--- config.mk ---
export PLATFORM = sky130hd
export DESIGN_NAME = tfdc_top
export DESIGN_NICKNAME = d
export VERILOG_FILES = /design/src/include/tfdc_pkg.sv /design/src/rtl/tfdc_top.sv
export SDC_FILE = /design/constraint.sdc
export NUM_CORES = 2
export LEC_CHECK = 0
export BUFFER_PORTS_ARGS = -buffer_cell sky130_fd_sc_hd__buf_2
export CORE_MARGIN = 3
export CORE_UTILIZATION = 60
export DETAILED_ROUTE_END_ITERATION = 10
export PLACE_DENSITY = 0.77
export REMOVE_ABC_BUFFERS = 1
export SLEW_MARGIN = 20
export SYNTH_ARGS = -nofsm -noshare
export SYNTH_HDL_FRONTEND = slang
export SYNTH_SLANG_ARGS = --single-unit
export TNS_END_PERCENT = 10
--- constraint.sdc ---
create_clock -name aclk -period 95 [get_ports aclk]
set_input_delay 9.5 -clock aclk [delete_from_list [all_inputs] [get_ports aclk]]
set_output_delay 9.5 -clock aclk [all_outputs]
set_load 0.02 [all_outputs]
--- src/include/tfdc_pkg.sv ---
// ---------------------------------------------------------------------
// ---------------------------------------------------------------------
package tfdc_pkg;
   localparam int NCH = 3;
   // register indices; byte address is four times the index
   localparam logic [7:0] IDX_OP    [NCH] = '{8'h33, 8'h34, 8'h35};
   localparam logic [7:0] IDX_CEIL  [NCH] = '{8'h38, 8'h39, 8'h3a};
   localparam logic [7:0] IDX_LOW   [NCH] = '{8'h4e, 8'h50, 8'h52};
   localparam logic [7:0] IDX_HIGH  [NCH] = '{8'h4f, 8'h51, 8'h53};
   localparam logic [7:0] IDX_SPAN  [NCH] = '{8'h5f, 8'h60, 8'h61};
   localparam logic [7:0] IDX_FLOOR [NCH] = '{8'h64, 8'h65, 8'h66};
   localparam logic [7:0] IDX_CRIT  [NCH] = '{8'h6a, 8'h6b, 8'h6c};
   localparam logic [7:0] IDX_THR   [NCH] = '{8'h70, 8'h71, 8'h72};
   localparam logic [7:0] IDX_IDLE   = 8'h62;
   localparam logic [7:0] IDX_HYST_A = 8'h6d;
   localparam logic [7:0] IDX_HYST_B = 8'h6e;
   localparam logic [7:0] IDX_CTRL   = 8'h73;
   localparam logic [7:0] IDX_STAT   = 8'h74;
   // field positions
   localparam int SPAN_LSB = 4;
   localparam int HYST_HI_LSB = 4;
   localparam int HYST_LO_LSB = 0;
   localparam int IDLE_LSB = 5;
   localparam int CTRL_DYN_BIT = 0;
   localparam int STAT_LOW_LSB = 0;
   localparam int STAT_HIGH_LSB = 3;
   localparam int STAT_CRIT_LSB = 6;
   localparam int STAT_ON_LSB = 9;
   // duty arithmetic; spans are held as six times degrees
   localparam logic [7:0]  DUTY_FULL = 8'hff;
   localparam logic [7:0]  PWM_TOP   = 8'hfe;
   localparam logic [17:0] SLOPE_NUM = 18'h003fc;
   localparam logic [8:0]  SPAN_X6 [16] = '{
      9'h00c, 9'h00f, 9'h014, 9'h018, 9'h01e, 9'h028, 9'h030, 9'h03c,
      9'h050, 9'h060, 9'h078, 9'h0a0, 9'h0c0, 9'h0f0, 9'h140, 9'h1e0};
   // monitoring cycle: 125 ms at 10 MHz
   localparam int MON_PERIOD_US = 125000;
   localparam int CLK_MHZ = 10;
   localparam int MON_CYCLES = MON_PERIOD_US * CLK_MHZ;
   localparam logic [1:0] RESP_OKAY   = 2'h0;
   localparam logic [1:0] RESP_SLVERR = 2'h2;

   typedef struct packed {
      logic [7:0] op;
      logic [7:0] low;
      logic [7:0] high;
      logic [7:0] crit;
      logic [7:0] thr;
      logic [7:0] floor;
      logic [7:0] ceil;
      logic [3:0] span;
      logic [3:0] hyst;
   } tfdc_chan_t;

   localparam tfdc_chan_t RST_CHAN = '{
      op: 8'ha4, low: 8'h01, high: 8'h7f, crit: 8'ha4, thr: 8'h5a,
      floor: 8'h80, ceil: 8'hff, span: 4'hc, hyst: 4'h4};
   localparam logic [7:0] RST_IDLE = 8'h00;
   localparam logic [7:0] RST_CTRL = 8'h01;
endpackage : tfdc_pkg

--- src/rtl/tfdc_top.sv ---
// Register access over AXI4-Lite was left to the implementer.
`timescale 1ns/1ns
`default_nettype none
module tfdc_top #(
   parameter int ADDR_W     = 10,
   parameter int MON_CYCLES = tfdc_pkg::MON_CYCLES
) (
   input  wire logic              aclk,
   input  wire logic              aresetn,
   input  wire logic [ADDR_W-1:0] s_axi_awaddr,
   input  wire logic              s_axi_awvalid,
   output logic                   s_axi_awready,
   input  wire logic [31:0]       s_axi_wdata,
   input  wire logic [3:0]        s_axi_wstrb,
   input  wire logic              s_axi_wvalid,
   output logic                   s_axi_wready,
   output logic [1:0]             s_axi_bresp,
   output logic                   s_axi_bvalid,
   input  wire logic              s_axi_bready,
   input  wire logic [ADDR_W-1:0] s_axi_araddr,
   input  wire logic              s_axi_arvalid,
   output logic                   s_axi_arready,
   output logic [31:0]            s_axi_rdata,
   output logic [1:0]             s_axi_rresp,
   output logic                   s_axi_rvalid,
   input  wire logic              s_axi_rready,
   input  wire logic [7:0]        temp_remote1,
   input  wire logic [7:0]        temp_local,
   input  wire logic [7:0]        temp_remote2,
   output logic                   fan_out_1,
   output logic                   fan_out_2,
   output logic                   fan_out_3,
   output logic                   critical_active
);
   localparam int NCH = tfdc_pkg::NCH;
   localparam int CNT_W = $clog2(MON_CYCLES + 1);

   tfdc_pkg::tfdc_chan_t cfg [NCH];
   logic [7:0]        temp [NCH];
   logic [7:0]        idle_policy;
   logic [7:0]        ctrl;
   logic [NCH-1:0]    stat_low;
   logic [NCH-1:0]    stat_high;
   logic [NCH-1:0]    fan_on;
   logic [NCH-1:0]    crit_on;
   logic [NCH-1:0]    below_low;
   logic [NCH-1:0]    above_high;
   logic [NCH-1:0]    thr_dec;
   logic [NCH-1:0]    thr_inc;
   logic [7:0]        duty [NCH];
   logic [NCH-1:0]    pwm_q;
   logic [7:0]        pwm_cnt;
   logic [CNT_W-1:0]  mon_cnt;
   logic              tick;

   assign temp[0] = temp_remote1;
   assign temp[1] = temp_local;
   assign temp[2] = temp_remote2;

   // ---------------------------------------------------------------
   // axi4-lite write channel
   // ---------------------------------------------------------------
   logic              aw_full;
   logic              w_full;
   logic [7:0]        wr_idx;
   logic [7:0]        wr_data;
   logic              wr_lane;
   logic              do_write;
   logic              wr_hit;
   logic              we;
   logic              next_aw_full;
   logic              next_w_full;
   logic              next_bvalid;

   assign do_write = aw_full && w_full && !s_axi_bvalid;
   assign we = do_write && wr_lane;

   always_comb begin
      next_aw_full = aw_full;
      next_w_full = w_full;
      next_bvalid = s_axi_bvalid;
      if (s_axi_bvalid && s_axi_bready) begin
         next_bvalid = 1'b0;
      end
      if (do_write) begin
         next_aw_full = 1'b0;
         next_w_full = 1'b0;
         next_bvalid = 1'b1;
      end else begin
         if (s_axi_awvalid && s_axi_awready) begin
            next_aw_full = 1'b1;
         end
         if (s_axi_wvalid && s_axi_wready) begin
            next_w_full = 1'b1;
         end
      end
   end

   always_ff @(posedge aclk) begin
      if (!aresetn) begin
         aw_full <= 1'b0;
         w_full <= 1'b0;
         s_axi_bvalid <= 1'b0;
         s_axi_awready <= 1'b0;
         s_axi_wready <= 1'b0;
      end else begin
         aw_full <= next_aw_full;
         w_full <= next_w_full;
         s_axi_bvalid <= next_bvalid;
         // one write in flight; ready drops until the answer is taken
         s_axi_awready <= !next_aw_full && !next_bvalid;
         s_axi_wready <= !next_w_full && !next_bvalid;
      end
   end

   always_ff @(posedge aclk) begin
      if (!aresetn) begin
         wr_idx <= '0;
         wr_data <= '0;
         wr_lane <= 1'b0;
         s_axi_bresp <= tfdc_pkg::RESP_OKAY;
      end else begin
         if (s_axi_awvalid && s_axi_awready) begin
            wr_idx <= s_axi_awaddr[9:2];
         end
         if (s_axi_wvalid && s_axi_wready) begin
            wr_data <= s_axi_wdata[7:0];
            wr_lane <= s_axi_wstrb[0];
         end
         if (do_write) begin
            s_axi_bresp <= wr_hit ? tfdc_pkg::RESP_OKAY
                                  : tfdc_pkg::RESP_SLVERR;
         end
      end
   end

   // ---------------------------------------------------------------
   // address decode
   // ---------------------------------------------------------------
   function automatic logic idx_mapped(input logic [7:0] idx);
      logic hit;
      hit = (idx == tfdc_pkg::IDX_IDLE) || (idx == tfdc_pkg::IDX_CTRL) ||
            (idx == tfdc_pkg::IDX_STAT) || (idx == tfdc_pkg::IDX_HYST_A) ||
            (idx == tfdc_pkg::IDX_HYST_B);
      for (int c = 0; c < NCH; c++) begin
         hit = hit || (idx == tfdc_pkg::IDX_OP[c]) ||
               (idx == tfdc_pkg::IDX_CEIL[c]) ||
               (idx == tfdc_pkg::IDX_LOW[c]) ||
               (idx == tfdc_pkg::IDX_HIGH[c]) ||
               (idx == tfdc_pkg::IDX_SPAN[c]) ||
               (idx == tfdc_pkg::IDX_FLOOR[c]) ||
               (idx == tfdc_pkg::IDX_CRIT[c]) ||
               (idx == tfdc_pkg::IDX_THR[c]);
      end
      return hit;
   endfunction : idx_mapped

   assign wr_hit = idx_mapped(wr_idx);

   // ---------------------------------------------------------------
   // register file
   // ---------------------------------------------------------------
   always_ff @(posedge aclk) begin
      if (!aresetn) begin
         for (int c = 0; c < NCH; c++) begin
            cfg[c] <= tfdc_pkg::RST_CHAN;
         end
      end else begin
         for (int c = 0; c < NCH; c++) begin
            if (tick && ctrl[tfdc_pkg::CTRL_DYN_BIT]) begin
               if (thr_dec[c] && cfg[c].thr != '0) begin
                  cfg[c].thr <= cfg[c].thr - 8'h01;
               end else if (thr_inc[c]) begin
                  cfg[c].thr <= cfg[c].thr + 8'h01;
               end
            end
            // software write wins over an automatic step
            if (we) begin
               if (wr_idx == tfdc_pkg::IDX_OP[c]) cfg[c].op <= wr_data;
               if (wr_idx == tfdc_pkg::IDX_LOW[c]) cfg[c].low <= wr_data;
               if (wr_idx == tfdc_pkg::IDX_HIGH[c]) cfg[c].high <= wr_data;
               if (wr_idx == tfdc_pkg::IDX_CRIT[c]) cfg[c].crit <= wr_data;
               if (wr_idx == tfdc_pkg::IDX_THR[c]) cfg[c].thr <= wr_data;
               if (wr_idx == tfdc_pkg::IDX_FLOOR[c]) cfg[c].floor <= wr_data;
               if (wr_idx == tfdc_pkg::IDX_CEIL[c]) cfg[c].ceil <= wr_data;
               if (wr_idx == tfdc_pkg::IDX_SPAN[c]) begin
                  cfg[c].span <= wr_data[tfdc_pkg::SPAN_LSB +: 4];
               end
            end
         end
         if (we && wr_idx == tfdc_pkg::IDX_HYST_A) begin
            cfg[0].hyst <= wr_data[tfdc_pkg::HYST_HI_LSB +: 4];
            cfg[1].hyst <= wr_data[tfdc_pkg::HYST_LO_LSB +: 4];
         end
         if (we && wr_idx == tfdc_pkg::IDX_HYST_B) begin
            cfg[2].hyst <= wr_data[tfdc_pkg::HYST_HI_LSB +: 4];
         end
      end
   end

   always_ff @(posedge aclk) begin
      if (!aresetn) begin
         idle_policy <= tfdc_pkg::RST_IDLE;
         ctrl <= tfdc_pkg::RST_CTRL;
      end else if (we) begin
         if (wr_idx == tfdc_pkg::IDX_IDLE) idle_policy <= wr_data;
         if (wr_idx == tfdc_pkg::IDX_CTRL) ctrl <= wr_data;
      end
   end

   // sticky limit flags, write one to clear; a new event beats the clear
   always_ff @(posedge aclk) begin
      if (!aresetn) begin
         stat_low <= '0;
         stat_high <= '0;
      end else begin
         for (int c = 0; c < NCH; c++) begin
            stat_low[c] <= below_low[c] || (stat_low[c] &&
               !(we && wr_idx == tfdc_pkg::IDX_STAT &&
                 wr_data[tfdc_pkg::STAT_LOW_LSB + c]));
            stat_high[c] <= above_high[c] || (stat_high[c] &&
               !(we && wr_idx == tfdc_pkg::IDX_STAT &&
                 wr_data[tfdc_pkg::STAT_HIGH_LSB + c]));
         end
      end
   end

   // ---------------------------------------------------------------
   // axi4-lite read channel
   // ---------------------------------------------------------------
   logic [7:0]  rd_idx;
   logic [31:0] rd_val;
   logic        next_rvalid;

   assign rd_idx = s_axi_araddr[9:2];
   assign next_rvalid = (s_axi_arvalid && s_axi_arready) ||
                        (s_axi_rvalid && !s_axi_rready);

   always_comb begin
      rd_val = '0;
      for (int c = 0; c < NCH; c++) begin
         if (rd_idx == tfdc_pkg::IDX_OP[c]) rd_val[7:0] = cfg[c].op;
         if (rd_idx == tfdc_pkg::IDX_LOW[c]) rd_val[7:0] = cfg[c].low;
         if (rd_idx == tfdc_pkg::IDX_HIGH[c]) rd_val[7:0] = cfg[c].high;
         if (rd_idx == tfdc_pkg::IDX_CRIT[c]) rd_val[7:0] = cfg[c].crit;
         if (rd_idx == tfdc_pkg::IDX_THR[c]) rd_val[7:0] = cfg[c].thr;
         if (rd_idx == tfdc_pkg::IDX_FLOOR[c]) rd_val[7:0] = cfg[c].floor;
         if (rd_idx == tfdc_pkg::IDX_CEIL[c]) rd_val[7:0] = cfg[c].ceil;
         if (rd_idx == tfdc_pkg::IDX_SPAN[c]) begin
            rd_val[tfdc_pkg::SPAN_LSB +: 4] = cfg[c].span;
         end
      end
      if (rd_idx == tfdc_pkg::IDX_HYST_A) begin
         rd_val[tfdc_pkg::HYST_HI_LSB +: 4] = cfg[0].hyst;
         rd_val[tfdc_pkg::HYST_LO_LSB +: 4] = cfg[1].hyst;
      end
      if (rd_idx == tfdc_pkg::IDX_HYST_B) begin
         rd_val[tfdc_pkg::HYST_HI_LSB +: 4] = cfg[2].hyst;
      end
      if (rd_idx == tfdc_pkg::IDX_IDLE) rd_val[7:0] = idle_policy;
      if (rd_idx == tfdc_pkg::IDX_CTRL) rd_val[7:0] = ctrl;
      if (rd_idx == tfdc_pkg::IDX_STAT) begin
         rd_val[tfdc_pkg::STAT_LOW_LSB +: NCH] = stat_low;
         rd_val[tfdc_pkg::STAT_HIGH_LSB +: NCH] = stat_high;
         rd_val[tfdc_pkg::STAT_CRIT_LSB +: NCH] = crit_on;
         rd_val[tfdc_pkg::STAT_ON_LSB +: NCH] = fan_on;
      end
   end

   always_ff @(posedge aclk) begin
      if (!aresetn) begin
         s_axi_rvalid <= 1'b0;
         s_axi_arready <= 1'b0;
         s_axi_rdata <= '0;
         s_axi_rresp <= tfdc_pkg::RESP_OKAY;
      end else begin
         s_axi_rvalid <= next_rvalid;
         s_axi_arready <= !next_rvalid;
         if (s_axi_arvalid && s_axi_arready) begin
            s_axi_rdata <= rd_val;
            s_axi_rresp <= idx_mapped(rd_idx) ? tfdc_pkg::RESP_OKAY
                                              : tfdc_pkg::RESP_SLVERR;
         end
      end
   end

   // ---------------------------------------------------------------
   // monitoring tick and pwm carrier
   // ---------------------------------------------------------------
   assign tick = (mon_cnt == CNT_W'(MON_CYCLES - 1));

   always_ff @(posedge aclk) begin
      if (!aresetn) begin
         mon_cnt <= '0;
      end else begin
         mon_cnt <= tick ? '0 : mon_cnt + 1'b1;
      end
   end

   // period of 255 counts so a duty of 255 never goes low
   always_ff @(posedge aclk) begin
      if (!aresetn) begin
         pwm_cnt <= '0;
      end else begin
         pwm_cnt <= (pwm_cnt == tfdc_pkg::PWM_TOP) ? '0 : pwm_cnt + 8'h01;
      end
   end

   // ---------------------------------------------------------------
   // per-channel temperature control
   // ---------------------------------------------------------------
   for (genvar g = 0; g < NCH; g++) begin : g_ch
      logic [7:0]         excess;
      logic [17:0]        prod;
      logic [17:0]        step;
      logic [18:0]        sum;
      logic [7:0]         slope_duty;
      logic signed [9:0]  t_s;
      logic signed [9:0]  off_lvl;
      logic signed [9:0]  rel_lvl;

      always_comb begin
         t_s = $signed({2'b00, temp[g]});
         off_lvl = $signed({2'b00, cfg[g].thr}) - $signed({6'h00, cfg[g].hyst});
         rel_lvl = $signed({2'b00, cfg[g].crit}) - $signed({6'h00, cfg[g].hyst});
         excess = (temp[g] > cfg[g].thr) ? temp[g] - cfg[g].thr : '0;
         // fixed slope of 170 counts per span
         prod = 18'(excess) * tfdc_pkg::SLOPE_NUM;
         step = prod / 18'(tfdc_pkg::SPAN_X6[cfg[g].span]);
         // floor plus slope, capped at ceiling
         sum = 19'(cfg[g].floor) + 19'(step);
         slope_duty = (sum > 19'(cfg[g].ceil)) ? cfg[g].ceil : sum[7:0];
      end

      assign below_low[g] = temp[g] < cfg[g].low;
      assign above_high[g] = temp[g] > cfg[g].high;
      assign thr_dec[g] = above_high[g] || (temp[g] > cfg[g].op);
      // raise only inside op point and high limit
      assign thr_inc[g] = below_low[g] && (cfg[g].thr < cfg[g].high) &&
                          (cfg[g].thr < cfg[g].op) && (temp[g] > cfg[g].thr);

      always_ff @(posedge aclk) begin
         if (!aresetn) begin
            fan_on[g] <= 1'b0;
            crit_on[g] <= 1'b0;
         end else begin
            // fan stays on inside the band
            if (temp[g] > cfg[g].thr) begin
               fan_on[g] <= 1'b1;
            end else if (t_s < off_lvl) begin
               fan_on[g] <= 1'b0;
            end
            if (temp[g] > cfg[g].crit) begin
               crit_on[g] <= 1'b1;
            end else if (t_s < rel_lvl) begin
               crit_on[g] <= 1'b0;
            end
         end
      end

      always_comb begin
         if (|crit_on) begin
            duty[g] = tfdc_pkg::DUTY_FULL;
         end else if (fan_on[g]) begin
            duty[g] = slope_duty;
         end else if (idle_policy[tfdc_pkg::IDLE_LSB + g]) begin
            duty[g] = cfg[g].floor;
         end else begin
            duty[g] = '0;
         end
      end

      always_ff @(posedge aclk) begin
         if (!aresetn) begin
            pwm_q[g] <= 1'b0;
         end else begin
            pwm_q[g] <= pwm_cnt < duty[g];
         end
      end
   end

   always_ff @(posedge aclk) begin
      if (!aresetn) begin
         critical_active <= 1'b0;
      end else begin
         critical_active <= |crit_on;
      end
   end

   assign fan_out_1 = pwm_q[0];
   assign fan_out_2 = pwm_q[1];
   assign fan_out_3 = pwm_q[2];
endmodule : tfdc_top
`default_nettype wire

Yosys cells after proc, flatten, opt, wreduce, memory -nomap -nowiden
Memory sizes are Yosys's and may differ from the RTL's.
Cells that the tools add are included.

operators by class
  div/mod/pow operators = 3
  bitwise gates (word level) = 37
  $lt $le $gt $ge = 36
  shift operators = 0
  reductions and logical operators = 130
  $add $sub $neg = 20
  mux-type cells = 233
  equality and inequality tests = 60
  multipliers = 3

operators with widths
  cell                                                                  count
  8-bit two-way mux                                                     66
  8-bit by 7-bit == test with 1-bit output (second input constant)      46
  1-bit two-way mux                                                     148
  8-bit by 6-bit == test with 1-bit output (second input constant)      12
  8-bit > comparator                                                    12
  8-bit less-than comparator                                            12
  1-bit logical OR                                                      66
  8-bit by 18-bit adder with 19-bit output                              3
  19-bit by 8-bit > comparator with 1-bit output                        3
  18-bit by 9-bit divider with 18-bit output                            3
  9-bit less-than comparator                                            6
  9-bit two-way mux                                                     6
  8-bit by 4-bit subtractor with 9-bit output                           6
  8-bit by 8-bit multiplier with 16-bit output (second input constant)  3
  4-bit two-way mux                                                     10
  1-bit logical AND                                                     38
  1-bit bitwise OR                                                      33
  8-bit by 1-bit adder with 8-bit output (second input constant)        4
  8-bit nonzero test                                                    3
  8-bit by 1-bit subtractor with 8-bit output (second input constant)   3
  8-bit subtractor                                                      3
  21-bit by 1-bit adder with 21-bit output (second input constant)      1
  21-bit == test (second input constant)                                1
  5-bit >= comparator (second input constant)                           3
  other kinds (10)                                                      31

storage, ports and cells
  bits in latches = 0
  flip-flop bits (word level) = 101
  bits of input ports = 87
  ROM bits = 432
  bits in writable memories = 192
  output and inout port bits = 45
  word-level logic and storage cells = 555
  memories = 4

memories
  memory           depth  bits a word  rd ports  clocked after Yosys merged registers in  wr ports  RTL line         text
  cfg              3      64           3         0                                        3         tfdc_top.sv:38   tfdc_pkg::tfdc_chan_t cfg [NCH];
  (no name shown)  16     9            1         0                                        0         tfdc_top.sv:329  step = prod / 18'(tfdc_pkg::SPAN_X6[cfg[g].span]);
  (no name shown)  16     9            1         0                                        0         tfdc_top.sv:329
  (no name shown)  16     9            1         0                                        0         tfdc_top.sv:329

Longest topological paths before layout
  word-level depth = 30
  depth in mapped cells = 253
  gate-level depth less buffers = 240

Worst setup path before layout
No wires, ideal clock.

  path kind = input port to flip-flop
  start point = in temp_remote1[0]
  end point = reg pwm_q[0], in the netlist fan_out_1
  path buffers = 13
  arrival time = 54.605 ns
  stages = 233
  data required time = 94.930 ns
  setup slack = 40.325 ns
  setup time = 0.070 ns
  path through = inv_1 -> ha_1 -> inv_1 -> fa_1 -> a21o_1 -> a21oi_1 -> o21bai_1 -> a21oi_1 -> o21bai_1 -> a21oi_1 -> nor2_1 -> nand2_1 -> inv_1 -> fa_1 -> inv_1 -> fa_1 -> inv_1 -> fa_1 -> (+197 left out) -> a21oi_1 -> nor2b_1 -> o21ai_0 -> nand2b_1 -> a21oi_1 -> o21ai_0 -> nor4_1 -> mux2i_1 -> a221oi_1 -> ha_1 -> o21a_1 -> o21a_1 -> o21ai_0 -> nand2b_1 -> a21o_1 -> a21o_1 -> a21o_1 -> a21oi_1

between the ends
  word-level cells in the longest chain between the ends = 10
  elaborated cells between the ends (all ways) = 11
  those cells by class = add/sub (2); mul (1); div (1); order compare (3); mux (4)

RTL lines
  item                                                           RTL line         text
  from (decl)                                                    tfdc_top.sv:27   input wire logic [7:0] temp_remote1,
  8-bit subtractor / 8-bit > comparator (equally long branches)  tfdc_top.sv:326  excess = (temp[g] > cfg[g].thr) ? temp[g] - cfg[g].thr : '0;
  8-bit two-way mux (*)                                          tfdc_top.sv:326
  8-bit by 8-bit multiplier with 16-bit output (*)               tfdc_top.sv:328  prod = 18'(excess) * tfdc_pkg::SLOPE_NUM;
  18-bit by 9-bit divider with 18-bit output (*)                 tfdc_top.sv:329
  8-bit by 18-bit adder with 19-bit output (*)                   tfdc_top.sv:331  sum = 19'(cfg[g].floor) + 19'(step);
  19-bit by 8-bit > comparator with 1-bit output                 tfdc_top.sv:332  slope_duty = (sum > 19'(cfg[g].ceil)) ? cfg[g].ceil : sum[7:0];
  8-bit two-way mux (*)                                          tfdc_top.sv:332
  8-bit two-way mux (*)                                          tfdc_top.sv:364  end else if (fan_on[g]) begin
  8-bit two-way mux (*)                                          tfdc_top.sv:362  if (|crit_on) begin
  8-bit less-than comparator (*)                                 tfdc_top.sv:377  pwm_q[g] <= pwm_cnt < duty[g];
  to (signal, indexed assignment)                                tfdc_top.sv:377
  to (decl)                                                      tfdc_top.sv:51   logic [NCH-1:0] pwm_q;

Every way passes the cells marked *; elsewhere a longest branch is shown, timed or not.
A chain may end at the register's enable or synchronous reset.

Worst setup path after layout
Same ends and word-level chain as after synthesis.

==> flow_metrics.env <==
export IMPL_antenna_left=0
export IMPL_detailedRoute_firstPassIterationCount=9
export IMPL_area_growth_syn_to_layout_pct=4.68
export IMPL_io_pins=132
export IMPL_min_delay_path_class="flop to flop"
export IMPL_grt_max_degree=54
export IMPL_multiInputGateArea_um2=39500
export IMPL_max_freq_mhz=15.4
export IMPL_timing_max_transition_violations_final=0
export IMPL_reg2reg_depth=225
export IMPL_grt_first_pass_wirelength_um=234000
export IMPL_hold_viol=0
export IMPL_place_port_buffers=78
export IMPL_gp_routability_congestion=1.02
export IMPL_timing_max_cap_violations=0
export IMPL_filler_cell_count=7238
export IMPL_worst_path_largest_cell_delay_ns=0.99
export IMPL_yosys_top_cells_area="ha_1 20%, edfxtp_1 12%, a21oi_1 4.4%"
export IMPL_tritoncts="built"
export IMPL_hold_path_endpoint="mon_cnt[0]$_SDFF_PP0_"
export IMPL_whs_path_depth=1
export IMPL_layout_nets=7273
export IMPL_floorplan_core_area_um2=82200
export IMPL_cts_setup_buffers=0
export IMPL_post_cts_hold_buffer_count=0
export IMPL_dr_first_iter_drc_count=4838
export IMPL_detail_route_drc_violations=0
export IMPL_post_synth_inst_count=6282
export IMPL_finalSetupViolations=0
export IMPL_drt_vias_per_instance=6.47
export IMPL_critPathArrivalTime_ns=65.35
export IMPL_synth_warnings=0
export IMPL_critical_path_reg2reg_startpoint="cfg[0][24]$_SDFFCE_PP0P_"
export IMPL_finalWorstPathRequiredPeriod_ns=64.85
export IMPL_crit_path_start_kind="primary input"
export IMPL_totalNegativeSetupSlack_ns=0
export IMPL_cts_buffers_inserted=30
export IMPL_synth_common_cells="815 x ha_1, 512 x inv_1, 476 x nor2_1"
export IMPL_timing_final_ws_setup_ns=30.15
export IMPL_setup_slack_after_placement_ns=31.03
export IMPL_clockRootBuffer="clkbuf_16"
export IMPL_routedWlPerCell_um=20.0
export IMPL_row_count=105
export IMPL_layout_drive_gt1_share_pct=6.57
export IMPL_die_area_um2=86800
export IMPL_regToRegEndpoint="fan_out_1$_SDFF_PN0_"
export IMPL_timing_final_crit_share_pct=68.3
export IMPL_synth_seq_cells=291
export IMPL_finalWirelength_um=147000
export IMPL_synth_largest_area_cell="ha_1"
export IMPL_run_status="complete, no violations"
export IMPL_critical_path_most_common_cell="o21a_1"
export IMPL_globalRouteTotalUtil_pct=32.8
export IMPL_grt_ovfl_total=0
export IMPL_syn_mean_instance_area_um2=7.96
export IMPL_via_count=47721
export IMPL_netlist_area_leader_share_pct=20.4
export IMPL_area_sequential_um2=7750
export IMPL_synth_most_common_cell="ha_1"
export IMPL_rsz0062_at_grt="no"
export IMPL_post_cts_resize_count=0
export IMPL_die_width_um=295
export IMPL_max_slew_worst_pin_slew_ns=1.19
export IMPL_synth_distinct_cells=132
export IMPL_grt_pass1_vias=44282
export IMPL_total_standard_cell_area_after_synthesis_um2=50000
export IMPL_r2r_setup_slack_ns=38.77
export IMPL_timing_worst_setup_path_type="primary input to flop"
export IMPL_initial_utilization_pct=60.8
export IMPL_async_flop_share_pct=0
export IMPL_synthFlopType="edfxtp_1"
export IMPL_synth_seq_area_share_pct=15.5
export IMPL_clock_latency_ns=0.59
export IMPL_htree_num_levels=1
export IMPL_die_y_um=295
export IMPL_synth_enable_flop_cells=192
export IMPL_numClockSinks=291
export IMPL_crit_required_ns=95.50
export IMPL_place_hpwl_um=117000
export IMPL_worst_path_max_fanout=23
export IMPL_clock_path_buffers=3
export IMPL_worst_clock_skew_ns=0.0201
export IMPL_worst_hold_startpoint="mon_cnt[0]$_SDFF_PP0_"
export IMPL_relative_slew_margins_pct=20.7
export IMPL_grt_antenna_before_repair=9
export IMPL_worst_path_max_delay_cell="a2111oi_0"
export IMPL_clk_transition_reported_paths_ns=0.07
export IMPL_end_kind="flop"
per-stage QoR:
stage	cell area (µm²)	hold WS [ns]	instances	utilization, %
final	52300	0.443	7373	63.6
after global routing	52300	0.471	7369	63.6
after CTS	52300	0.447	7367	63.6
after detailed placement	51300	0.439	7311	62.4
after global placement	51300	0.429	7311	62.4
after floorplan	49200	0.413	6109	-
routing by layer:
| metal | global-route usage [%] | up-vias | part of all wire, % |
|---|---|---|---|
| li1 | - | 23112 | - |
| met1 | 45.8 | 22244 | 44 |
| met2 | 53.3 | 2057 | 44 |
| met3 | 4.91 | 306 | 9.6 |
| met4 | 8.45 | 2 | 3.0 |
| met5 | 0 | - | 0.0088 |
cell families (layout without fill, tap and decap cells):
group                      count (synthesis)  count (layout)  synth area share [%]
DFF                                      291             291                  15.5
other                                      1              28               0.00750
and+or+nand+nor                         2044            2044                  20.4
muxes                                    156             156                  3.44
AOI/OAI and AO/OA                       1866            1866                  25.4
adders and majority gates                913             913                  24.3
xor gates and xnor gates                 299             299                  5.32
buffers and inverters                    712             706                  5.63
worst max-delay path, delay by kind of cell:
family,cells,cell delay (ns)
AO/OA/AOI/OAI,123,30.23
AND/OR/NAND/NOR,54,11.76
adder cells (fa/ha/maj),29,9.98
buffers and inverters,15,2.05
multiplexers,6,1.76
how the worst max path moves through the flow:
stage | from | end | slack [ns] | cells past startpoint
2_1_floorplan | temp_local[0] | fan_out_2$_SDFF_PN0_ | 39.16 | 229
3_3_place_gp | temp_remote1[0] | fan_out_1$_SDFF_PN0_ | 31.84 | 226
3_5_place_dp | temp_remote1[0] | fan_out_1$_SDFF_PN0_ | 31.03 | 227
4_1_cts | temp_remote1[0] | fan_out_1$_SDFF_PN0_ | 31.46 | 227
5_1_grt | temp_remote1[0] | fan_out_1$_SDFF_PN0_ | 26.35 | 223
6_report | temp_remote1[0] | fan_out_1$_SDFF_PN0_ | 30.15 | 227
area by class of cell:
type	count	area share (%)
Multi-Input combinational cell	5300	75.5
Sequential cell	291	14.8
Inverter	518	3.72
Tap cell	1070	2.56
Clock buffer	43	1.65
Timing Repair Buffer	132	1.52
Clock inverter	13	0.179
Antenna cell	6	0.0287
registers in the layout (all words and copies together) (netlist names), 3 cells and up:
register,count
idle_policy,8
crit_on,3
wr_data,8
stat_high,3
s_axi_rdata,12
stat_low,3
ctrl,8
mon_cnt,21
wr_idx,8
pwm_cnt,8
cfg,192
fan_on,3
layout by cell type (no fill, tap or decap), types with 169 or more instances in the layout:
cell type  count
a21o_1       169
a21oi_1      438
edfxtp_1     192
ha_1         815
inv_1        512
nand2_1      455
nor2_1       476
nor3_1       249
o21a_1       216
o21ai_0      326
xnor2_1      196
Power is not shown: default switching activity piles up to over one toggle a cycle in this logic, so the estimate is an artifact.
